--- src/pkg/pabov_pkg.sv ---
// shared constants for the port a / port b alternate function override block
`default_nettype none

package pabov_pkg;

    // ****************************************************************
    // widths
    // ****************************************************************
    localparam int unsigned PORT_W = 8;
    localparam int unsigned DUTY_W = 2;
    localparam int unsigned SYNC_STAGES = 2;

    // ****************************************************************
    // pin positions
    // ****************************************************************
    // port a: front-plane lines on 7..4, back-plane lines on 3..0
    localparam int unsigned FP_LO = 4;
    localparam int unsigned FP_HI = 7;
    // port b: compare outputs on 7..4, spi on 3..0
    localparam int unsigned PB_T2A = 7;
    localparam int unsigned PB_T1B = 6;
    localparam int unsigned PB_T1A = 5;
    localparam int unsigned PB_T0A = 4;
    localparam int unsigned PB_MISO = 3;
    localparam int unsigned PB_MOSI = 2;
    localparam int unsigned PB_SCK = 1;
    localparam int unsigned PB_SS = 0;

    // ****************************************************************
    // duty thresholds: back-plane n is used when duty select exceeds these
    // ****************************************************************
    localparam logic [DUTY_W-1:0] BP3_ABOVE = 2'h2;
    localparam logic [DUTY_W-1:0] BP2_ABOVE = 2'h1;
    localparam logic [DUTY_W-1:0] BP1_ABOVE = 2'h0;

    // ****************************************************************
    // reset values and warm-up end count
    // ****************************************************************
    localparam logic [PORT_W-1:0] SYNC_RST = 8'h00;
    localparam logic [1:0] WARM_RST = 2'h0;
    localparam logic [1:0] WARM_DONE = 2'h3;

endpackage

`default_nettype wire

--- src/logic/pabov_pin_ctrl.sv ---
// generic per-pin override combiner: pull-up, driver, value and input enable
`timescale 1ns/10ps
`default_nettype none

module pabov_pin_ctrl #(
    parameter int unsigned W = 8
) (
    input wire logic [W-1:0] dir_i,
    input wire logic [W-1:0] out_i,
    input wire logic pullup_disable_all_i,
    input wire logic sleep_i,
    input wire logic [W-1:0] pullup_ovr_enable_i,
    input wire logic [W-1:0] pullup_ovr_value_i,
    input wire logic [W-1:0] dir_ovr_enable_i,
    input wire logic [W-1:0] dir_ovr_value_i,
    input wire logic [W-1:0] value_ovr_enable_i,
    input wire logic [W-1:0] value_ovr_value_i,
    input wire logic [W-1:0] input_en_ovr_enable_i,
    input wire logic [W-1:0] input_en_ovr_value_i,
    output logic [W-1:0] pull_en_o,
    output logic [W-1:0] drv_en_o,
    output logic [W-1:0] pad_val_o,
    output logic [W-1:0] in_en_o
);

    // ****************************************************************
    // bitwise select: override value where enabled, default elsewhere
    // ****************************************************************
    function automatic logic [W-1:0] ovr_sel(
        input logic [W-1:0] en,
        input logic [W-1:0] val,
        input logic [W-1:0] dflt
    );
        ovr_sel = (en & val) | (~en & dflt);
    endfunction

    // pull-up defaults to input-with-port-bit-high, unless globally off
    assign pull_en_o = ovr_sel(pullup_ovr_enable_i, pullup_ovr_value_i,
                               ~dir_i & out_i & {W{~pullup_disable_all_i}});

    // driver enable defaults to the direction bit
    assign drv_en_o = ovr_sel(dir_ovr_enable_i, dir_ovr_value_i, dir_i);

    // value only matters while the driver is on
    assign pad_val_o = ovr_sel(value_ovr_enable_i, value_ovr_value_i, out_i);

    // deep sleep clamps inputs unless an owner keeps them alive
    assign in_en_o = ovr_sel(input_en_ovr_enable_i, input_en_ovr_value_i,
                             {W{~sleep_i}});

endmodule

`default_nettype wire

--- src/logic/pabov_top.sv ---
// port a / port b alternate function override logic with pad input synchronizers
// Operation
// - port a gives lcd four front-plane lines on 7..4, back-plane on 3..0
// - pins a7..4 with display on: pull, driver, input off, pad to front plane
// - pins a3,a2,a1 claimed only when duty exceeds 2,1,0; a0 whenever on
// - claimed back-plane pins: pull, driver, input off, pad to back plane
// - b7 carries timer2 compare a while its direction bit is set
// - b6 carries timer1 compare b while its direction bit is set
// - b5 carries timer1 compare a while its direction bit is set
// - b4 carries timer0 compare a while its direction bit is set
// - pins b7..4 also present the timers' pwm waveforms
// - port b pins 7..0 feed pin-change sources 15..8
// - spi master forces b3 to data input, ignoring its direction bit
// - spi slave: b3 direction follows its direction bit
// - b3 pull-up stays under its port bit while forced to input
// - b2,b1,b0 serve spi data, clock, select and pin-change 10,9,8
// - pull-up follows override, else on for input, port bit high, not disabled
// - driver follows override, else the direction bit
// - input enable follows override, else normal-or-sleep state
`timescale 1ns/10ps
`default_nettype none

module pabov_top (
    input wire logic mclk_i,
    input wire logic rst_i,
    input wire logic sleep_i,
    input wire logic pullup_disable_all_i,
    input wire logic [7:0] port_a_dir_i,
    input wire logic [7:0] port_a_out_i,
    input wire logic [7:0] port_b_dir_i,
    input wire logic [7:0] port_b_out_i,
    input wire logic display_drive_on_i,
    input wire logic [1:0] display_duty_select_i,
    input wire logic [3:0] tmr_cmp_en_i,
    input wire logic timer2_cmp_a_out_i,
    input wire logic timer1_cmp_b_out_i,
    input wire logic timer1_cmp_a_out_i,
    input wire logic timer0_cmp_a_out_i,
    input wire logic spi_enable_i,
    input wire logic spi_master_i,
    input wire logic spi_slave_out_i,
    input wire logic spi_master_out_i,
    input wire logic spi_sck_out_i,
    input wire logic pin_change_group_en_i,
    input wire logic [7:0] pin_change_mask_i,
    input wire logic [7:0] pa_pad_i,
    input wire logic [7:0] pb_pad_i,
    output logic [7:0] pa_pad_o,
    output logic [7:0] pa_pad_oe_o,
    output logic [7:0] pa_pull_o,
    output logic [7:0] pa_in_en_o,
    output logic [7:0] analog_pad_link_o,
    output logic [7:0] pb_pad_o,
    output logic [7:0] pb_pad_oe_o,
    output logic [7:0] pb_pull_o,
    output logic [7:0] pb_in_en_o,
    output logic [7:0] pa_pin_o,
    output logic [7:0] pb_pin_o,
    output logic [7:0] pin_change_src_o,
    output logic spi_master_in_o,
    output logic spi_slave_in_o,
    output logic spi_sck_in_o,
    output logic spi_select_in_o
);

    localparam int unsigned W = pabov_pkg::PORT_W;

    // ****************************************************************
    // port a: lcd ownership
    // ****************************************************************
    logic [W-1:0] pa_claim;
    logic [W-1:0] pa_zero;

    // back-plane pins are claimed only as far as the duty needs commons
    assign pa_claim[pabov_pkg::FP_HI:pabov_pkg::FP_LO] = {4{display_drive_on_i}};
    assign pa_claim[3] = display_drive_on_i &
                         (display_duty_select_i > pabov_pkg::BP3_ABOVE);
    assign pa_claim[2] = display_drive_on_i &
                         (display_duty_select_i > pabov_pkg::BP2_ABOVE);
    assign pa_claim[1] = display_drive_on_i &
                         (display_duty_select_i > pabov_pkg::BP1_ABOVE);
    assign pa_claim[0] = display_drive_on_i;
    assign pa_zero = '0;

    // claimed pads switch to the analog segment / common line
    assign analog_pad_link_o = pa_claim;

    // claimed pins: all three overrides on with value 0, no port value override
    pabov_pin_ctrl #(
        .W(W)
    ) u_port_a (
        .dir_i(port_a_dir_i),
        .out_i(port_a_out_i),
        .pullup_disable_all_i(pullup_disable_all_i),
        .sleep_i(sleep_i),
        .pullup_ovr_enable_i(pa_claim),
        .pullup_ovr_value_i(pa_zero),
        .dir_ovr_enable_i(pa_claim),
        .dir_ovr_value_i(pa_zero),
        .value_ovr_enable_i(pa_zero),
        .value_ovr_value_i(pa_zero),
        .input_en_ovr_enable_i(pa_claim),
        .input_en_ovr_value_i(pa_zero),
        .pull_en_o(pa_pull_o),
        .drv_en_o(pa_pad_oe_o),
        .pad_val_o(pa_pad_o),
        .in_en_o(pa_in_en_o)
    );

    // ****************************************************************
    // port b: timers, spi, pin change
    // ****************************************************************
    logic spi_mst;
    logic spi_slv;
    logic [W-1:0] pb_pull_ovr_en;
    logic [W-1:0] pb_pull_ovr_val;
    logic [W-1:0] pb_dir_ovr_en;
    logic [W-1:0] pb_val_ovr_en;
    logic [W-1:0] pb_val_ovr_val;
    logic [W-1:0] pb_in_ovr_en;

    // no register in the role decode, so pins follow spi role changes at once
    assign spi_mst = spi_enable_i & spi_master_i;
    assign spi_slv = spi_enable_i & ~spi_master_i;

    // the master input is b3, the slave inputs are b2..b0
    assign pb_pull_ovr_en = {4'h0, spi_mst, {3{spi_slv}}};
    assign pb_dir_ovr_en = pb_pull_ovr_en;
    // forced inputs keep their pull-up under the port bit
    assign pb_pull_ovr_val = port_b_out_i & {W{~pullup_disable_all_i}};

    // compare enables steer the value; the driver stays with the direction bit,
    // so a compare output reaches the pad only on a pin set as output
    assign pb_val_ovr_en = {tmr_cmp_en_i, spi_slv, spi_mst,
        spi_mst, 1'b0};
    // the timers drive compare and pwm waveforms on the same lines
    assign pb_val_ovr_val = {timer2_cmp_a_out_i, timer1_cmp_b_out_i,
        timer1_cmp_a_out_i, timer0_cmp_a_out_i,
        spi_slave_out_i, spi_master_out_i, spi_sck_out_i, 1'b0};

    // pin-change sources keep their input alive in sleep
    assign pb_in_ovr_en = pin_change_mask_i & {W{pin_change_group_en_i}};

    pabov_pin_ctrl #(
        .W(W)
    ) u_port_b (
        .dir_i(port_b_dir_i),
        .out_i(port_b_out_i),
        .pullup_disable_all_i(pullup_disable_all_i),
        .sleep_i(sleep_i),
        .pullup_ovr_enable_i(pb_pull_ovr_en),
        .pullup_ovr_value_i(pb_pull_ovr_val),
        .dir_ovr_enable_i(pb_dir_ovr_en),
        .dir_ovr_value_i(pa_zero),
        .value_ovr_enable_i(pb_val_ovr_en),
        .value_ovr_value_i(pb_val_ovr_val),
        .input_en_ovr_enable_i(pb_in_ovr_en),
        .input_en_ovr_value_i(pb_in_ovr_en),
        .pull_en_o(pb_pull_o),
        .drv_en_o(pb_pad_oe_o),
        .pad_val_o(pb_pad_o),
        .in_en_o(pb_in_en_o)
    );

    // ****************************************************************
    // pad input synchronizers
    // ****************************************************************
    logic [W-1:0] pa_meta_reg;
    logic [W-1:0] pa_sync_reg;
    logic [W-1:0] pb_meta_reg;
    logic [W-1:0] pb_sync_reg;
    logic [W-1:0] pa_pin_reg;
    logic [W-1:0] pb_pin_reg;

    // two stages; the first is read only by the second
    always_ff @(posedge mclk_i) begin
        if (rst_i) begin
            pa_meta_reg <= pabov_pkg::SYNC_RST;
            pa_sync_reg <= pabov_pkg::SYNC_RST;
            pb_meta_reg <= pabov_pkg::SYNC_RST;
            pb_sync_reg <= pabov_pkg::SYNC_RST;
        end else begin
            pa_meta_reg <= pa_pad_i;
            pa_sync_reg <= pa_meta_reg;
            pb_meta_reg <= pb_pad_i;
            pb_sync_reg <= pb_meta_reg;
        end
    end

    // clamp after the synchronizer; a disabled input reads low, so a floating
    // analog pad never toggles pin-change or spi logic
    always_ff @(posedge mclk_i) begin
        if (rst_i) begin
            pa_pin_reg <= pabov_pkg::SYNC_RST;
            pb_pin_reg <= pabov_pkg::SYNC_RST;
        end else begin
            pa_pin_reg <= pa_sync_reg & pa_in_en_o;
            pb_pin_reg <= pb_sync_reg & pb_in_en_o;
        end
    end

    assign pa_pin_o = pa_pin_reg;
    assign pb_pin_o = pb_pin_reg;
    assign pin_change_src_o = pb_pin_reg;
    assign spi_master_in_o = pb_pin_reg[pabov_pkg::PB_MISO];
    assign spi_slave_in_o = pb_pin_reg[pabov_pkg::PB_MOSI];
    assign spi_sck_in_o = pb_pin_reg[pabov_pkg::PB_SCK];
    assign spi_select_in_o = pb_pin_reg[pabov_pkg::PB_SS];

    // ****************************************************************
    // checks
    // ****************************************************************
    logic [1:0] warm_reg;

    // history depth counter so pipeline checks skip the reset shadow
    always_ff @(posedge mclk_i) begin
        if (rst_i) begin
            warm_reg <= pabov_pkg::WARM_RST;
        end else if (warm_reg != pabov_pkg::WARM_DONE) begin
            warm_reg <= warm_reg + 2'h1;
        end
    end

    property p_fp_claim;
        @(posedge mclk_i) disable iff (rst_i)
        display_drive_on_i |-> (pa_pull_o[7:4] == 4'h0) && (pa_pad_oe_o[7:4] == 4'h0)
            && (pa_in_en_o[7:4] == 4'h0) && (analog_pad_link_o[7:4] == 4'hf)
            && (pa_pad_o[7:4] == port_a_out_i[7:4]);
    endproperty
    a_fp_claim: assert property (p_fp_claim) else $error("front-plane pins not claimed");

    property p_bp_duty;
        @(posedge mclk_i) disable iff (rst_i)
        analog_pad_link_o[3:0] == (display_drive_on_i ?
            ((display_duty_select_i == 2'h0) ? 4'h1 : (display_duty_select_i == 2'h1) ?
             4'h3 : (display_duty_select_i == 2'h2) ? 4'h7 : 4'hf) : 4'h0);
    endproperty
    a_bp_duty: assert property (p_bp_duty) else $error("back-plane claim wrong for duty");

    property p_bp_off;
        @(posedge mclk_i) disable iff (rst_i)
        (display_drive_on_i && display_duty_select_i == 2'h3) |->
            (pa_pull_o[3:0] | pa_pad_oe_o[3:0] | pa_in_en_o[3:0]) == 4'h0;
    endproperty
    a_bp_off: assert property (p_bp_off) else $error("claimed back-plane pin not off");

    property p_t2a;
        @(posedge mclk_i) disable iff (rst_i)
        (tmr_cmp_en_i[3] && port_b_dir_i[7]) |->
            pb_pad_oe_o[7] && (pb_pad_o[7] == timer2_cmp_a_out_i);
    endproperty
    a_t2a: assert property (p_t2a) else $error("timer2 a not on b7");

    property p_t1b;
        @(posedge mclk_i) disable iff (rst_i)
        (tmr_cmp_en_i[2] && port_b_dir_i[6]) |->
            pb_pad_oe_o[6] && (pb_pad_o[6] == timer1_cmp_b_out_i);
    endproperty
    a_t1b: assert property (p_t1b) else $error("timer1 b not on b6");

    property p_t1a;
        @(posedge mclk_i) disable iff (rst_i)
        (tmr_cmp_en_i[1] && port_b_dir_i[5]) |->
            pb_pad_oe_o[5] && (pb_pad_o[5] == timer1_cmp_a_out_i);
    endproperty
    a_t1a: assert property (p_t1a) else $error("timer1 a not on b5");

    property p_t0a;
        @(posedge mclk_i) disable iff (rst_i)
        (tmr_cmp_en_i[0] && port_b_dir_i[4]) |->
            pb_pad_oe_o[4] && (pb_pad_o[4] == timer0_cmp_a_out_i);
    endproperty
    a_t0a: assert property (p_t0a) else $error("timer0 a on b4 wrong");

    property p_pcint;
        @(posedge mclk_i) disable iff (rst_i)
        (warm_reg == pabov_pkg::WARM_DONE) |->
            pin_change_src_o == ($past(pb_pad_i, 3) & $past(pb_in_en_o, 1));
    endproperty
    a_pcint: assert property (p_pcint) else $error("pin-change source mismatch");

    property p_miso_mst;
        @(posedge mclk_i) disable iff (rst_i)
        spi_mst |-> !pb_pad_oe_o[3]
            && (pb_pull_o[3] == (port_b_out_i[3] && !pullup_disable_all_i));
    endproperty
    a_miso_mst: assert property (p_miso_mst) else $error("b3 not master input");

    property p_miso_slv;
        @(posedge mclk_i) disable iff (rst_i)
        spi_slv |-> (pb_pad_oe_o[3] == port_b_dir_i[3]) && (pb_pad_o[3] == spi_slave_out_i);
    endproperty
    a_miso_slv: assert property (p_miso_slv) else $error("b3 slave output wrong");

    property p_spi_mst_out;
        @(posedge mclk_i) disable iff (rst_i)
        spi_mst |-> (pb_pad_o[2] == spi_master_out_i) && (pb_pad_o[1] == spi_sck_out_i)
            && (pb_pad_oe_o[2:0] == port_b_dir_i[2:0]);
    endproperty
    a_spi_mst_out: assert property (p_spi_mst_out) else $error("spi master outputs wrong");

    property p_pa_default;
        @(posedge mclk_i) disable iff (rst_i)
        !display_drive_on_i |-> (pa_pad_oe_o == port_a_dir_i) && (pa_in_en_o == {8{!sleep_i}})
            && (pa_pull_o == (~port_a_dir_i & port_a_out_i & {8{!pullup_disable_all_i}}));
    endproperty
    a_pa_default: assert property (p_pa_default) else $error("port a defaults wrong");

    property p_same_cycle;
        @(posedge mclk_i) disable iff (rst_i)
        $rose(display_drive_on_i) |-> (pa_pad_oe_o[0] == 1'b0) && analog_pad_link_o[0];
    endproperty
    a_same_cycle: assert property (p_same_cycle) else $error("ownership change lagged");

endmodule

`default_nettype wire

--- config.mk ---
export PLATFORM = sky130hd
export DESIGN_NAME = pabov_top
export DESIGN_NICKNAME = d
export VERILOG_FILES = /design/src/pkg/pabov_pkg.sv /design/src/logic/pabov_pin_ctrl.sv /design/src/logic/pabov_top.sv
export SDC_FILE = /design/constraint.sdc
export NUM_CORES = 1
export LEC_CHECK = 0
export BUFFER_PORTS_ARGS = -buffer_cell sky130_fd_sc_hd__buf_2
export CORE_MARGIN = 5
export CORE_UTILIZATION = 40
export CTS_CLUSTER_DIAMETER = 200
export CTS_CLUSTER_SIZE = 25
export DETAILED_ROUTE_END_ITERATION = 8
export PLACE_DENSITY = 0.95
export SYNTH_ARGS = -nofsm -noshare
export SYNTH_HDL_FRONTEND = slang
export SYNTH_SLANG_ARGS = --single-unit
--- constraint.sdc ---
create_clock -name mclk_i -period 1.1 [get_ports mclk_i]
set_input_delay 0.055 -clock mclk_i [delete_from_list [all_inputs] [get_ports mclk_i]]
set_output_delay 0.055 -clock mclk_i [all_outputs]
set_load 0.02 [all_outputs]
==> metrics.yaml <==
worst_setup_path:
  crit_path_max_incr_delay_ns: 0.20
  critPathMaxFanout: 20
  r2r_cells: 2
  r2r_slack_ns: 0.50
  cp.required_ns: 1.04
  worstPathArrival_ns: 0.93
  crit_type: "in -> out"
  timing.rr.end: "pb_pin_o[2]$_SDFF_PP0_"
  crit_path_end_kind: "primary output"
  cp_common_cell: "buf_2"
  crit_path_cell_trace: "buf_2 > o21ai_1 > inv_1 > nor4b_2 > buf_2"
  critPathLaunchType: "input port"
  worst_path_max_delay_cell: "buf_2"
  r2r-start: "pb_sync_reg[2]$_SDFF_PP0_"
job:
  maxCapViolations: 0
cts:
  worst_skew_pair.late_latency_ns: 0.30
  clockRootBuffer: "clkbuf_8"
  cts_tree: "yes"
  cts.sinks: 48
  htreeDepth: 2
  cts_buffer_depth: 2
  clk_pin_slew_ns: 0.08
  cts_inserted_buffers: 5
hold_path:
  hp-class: "in -> reg"
  holdPathStages: 2
  min_to: "pb_meta_reg[7]$_SDFF_PP0_"
  holdCritStartpoint: "pb_pad_i[7]"
yosys:
  yosysUniqueCellTypes: 21
  synth_seq_cells: 48
  yosysWarningCount: 0
  synthesis.area_sq_mm: 0.002022
  syn_area_per_cell_sq_um: 9.448
  synth_fp_nets: 291
  ys_seq_area_frac: 0.4752
  syn_inst: 214
final_layout:
  design_area_sq_mm: 0.003008
  layout_commonest_cell: "buf_2"
  antennaDiodeCount: 0
  synthToLayoutAreaGrowth_pct: 48.76
  layout_common_cells: "buf_2, dfxtp_1, nor2b_1"
  finalNetCount: 447
  drive_above_1_share: 0.5270
power:
  p_leak_uw: 0.001592
  p_per_area_mw_per_mm2: 1343
  irDropWorstVdd_uv: 1181
placed_design:
  dp_hpwl_mm: 4.977
  io_buffers: 176
  gp_congestion: 0.8720
  postPlaceCellArea_sq_mm: 0.002729
die:
  die_h_um: 81.10
  num_rows: 25
  initial_core_util: 0.4197
  core-area_sq_mm: 0.004817
  io_pins: 177
  die_w_um: 81.10
  dieArea_sq_mm: 0.006576
sta:
  max_slew_margin: 0.7150
  slew_viol_final: 0
  setup_viol_count_final: 0
  finClkSkew_ns: 0.009892
  finalCritPeriodShare: 0.8920
  layout_min_cycle_time_ns: 0.9812
  grt_setup_unrepaired: "false"
  fin_setup_tns_ns: 0
  worstMarginPinSlew_ns: 0.4243
  hold_viol_final: 0
  max_freq_mhz: 1019
global_route:
  antenna_found_initial: 0
  grt_pass1_wl_mm: 9.121
  first_global_vias: 1933
  grt_usage: 0.1827
  grt_overflow: 0
  grt_max_degree: 36
route:
  drc: 0
  routed_wl_mm: 6.201
  first_pass_iters: 4
  drtIter0Drc: 22
  viasPerCell: 4.444
  vias: 1942
  wl_per_cell_um: 14.19
  antenna_left: 0
status:
  status: "finished clean"
## cells by family after synthesis
kind of cell    synth area share
compound gates           0.03341
buf+inv                   0.1491
flops                     0.4752
mux                      0.03899
simple gates              0.3032
## repair_timing
item,4_1_cts,5_1_grt
resized for setup,0,0
setup buffers,0,0
hold endpoints to repair,15,0
hold buffers,15,0
## stage by stage
| step | hold WS (ns) | instances | power (uW) | utilization | setup slack (ns) |
|---|---|---|---|---|---|
| 5_1_grt | 0.01463 | 437 | 4196 | 0.6244 | 0.02311 |
| 3_3_place_gp | 0.2623 | 415 | 2593 | 0.5665 | 0.1372 |
| 2_1_floorplan | 0.1627 | 214 | 2334 | - | 0.04728 |
| 3_5_place_dp | 0.2667 | 415 | 2613 | 0.5665 | 0.08361 |
| 4_1_cts | 0.0004568 | 437 | 4047 | 0.6244 | 0.09229 |
| 6_report | 0.004881 | 437 | 4039 | 0.6244 | 0.1188 |
## cell type report
class,count,area [sq um]
Sequential cell,48,960.9
Tap cell,67,83.83
Clock inverter,2,60.06
Timing Repair Buffer,193,1059
Clock buffer,5,68.82
Inverter,1,3.754
Multi-Input combinational cell,121,772.0
Fill cell,418,1809
## metal layers
| metal | up-vias | track usage | share of wire |
|---|---|---|---|
| li1 | 956 | - | - |
| met1 | 867 | 0.1618 | 0.32 |
| met2 | 103 | 0.3654 | 0.56 |
| met3 | 16 | 0.05987 | 0.095 |
| met4 | 0 | 0.08277 | 0.025 |
| met5 | - | 0 | 0 |
## cell usage after synthesis
cell type | instances | area (sq um)
and3_1 | 2 | 12.51
buf_4 | 34 | 255.2
nor2_1 | 5 | 18.77
mux2_2 | 7 | 78.83
nand2b_1 | 12 | 75.07
inv_1 | 1 | 3.750
a21oi_1 | 11 | 55.05
a21boi_0 | 1 | 7.510
nor3b_1 | 5 | 37.54
nor4b_1 | 7 | 61.31
nor2b_1 | 39 | 244.0
clkbuf_1 | 5 | 18.77
buf_2 | 4 | 20.02
and2_1 | 10 | 62.56
nand2_1 | 17 | 63.81
nor4b_2 | 1 | 15.01
dfxtp_1 | 48 | 960.9
nor3_1 | 1 | 5.000
and3b_1 | 2 | 17.52
buf_1 | 1 | 3.750
o21ai_1 | 1 | 5.000
## critical path: cells and delay by family
| kind | cells | cell delay (ns) |
|---|---|---|
| AO/OA/AOI/OAI | 1 | 0.16 |
| buffers and inverters | 3 | 0.51 |
| AND/OR/NAND/NOR | 1 | 0.20 |
## report_power, final
part	leakage, uW	switching, uW	internal [uW]	total (uW)
Sequential	0.000394	16.0	1800	1820
Clock	0.0000642	534	893	1430
Combinational	0.00113	450	345	795
Total	0.00159	1000	3040	4040
## worst max-delay path by stage
stage | start | cells past startpoint | to | slack [ns]
6_report | display_drive_on_i | 5 | pa_pull_o[1] | 0.12
5_1_grt | display_drive_on_i | 5 | pa_pull_o[1] | 0.02
3_3_place_gp | display_drive_on_i | 4 | pa_pull_o[3] | 0.14
2_1_floorplan | display_drive_on_i | 2 | pa_pull_o[0] | 0.05
3_5_place_dp | display_drive_on_i | 3 | pa_pin_o[3]$_SDFF_PP0_ | 0.08
4_1_cts | display_drive_on_i | 5 | pa_pull_o[1] | 0.09
(Power assumes the default switching activity.)
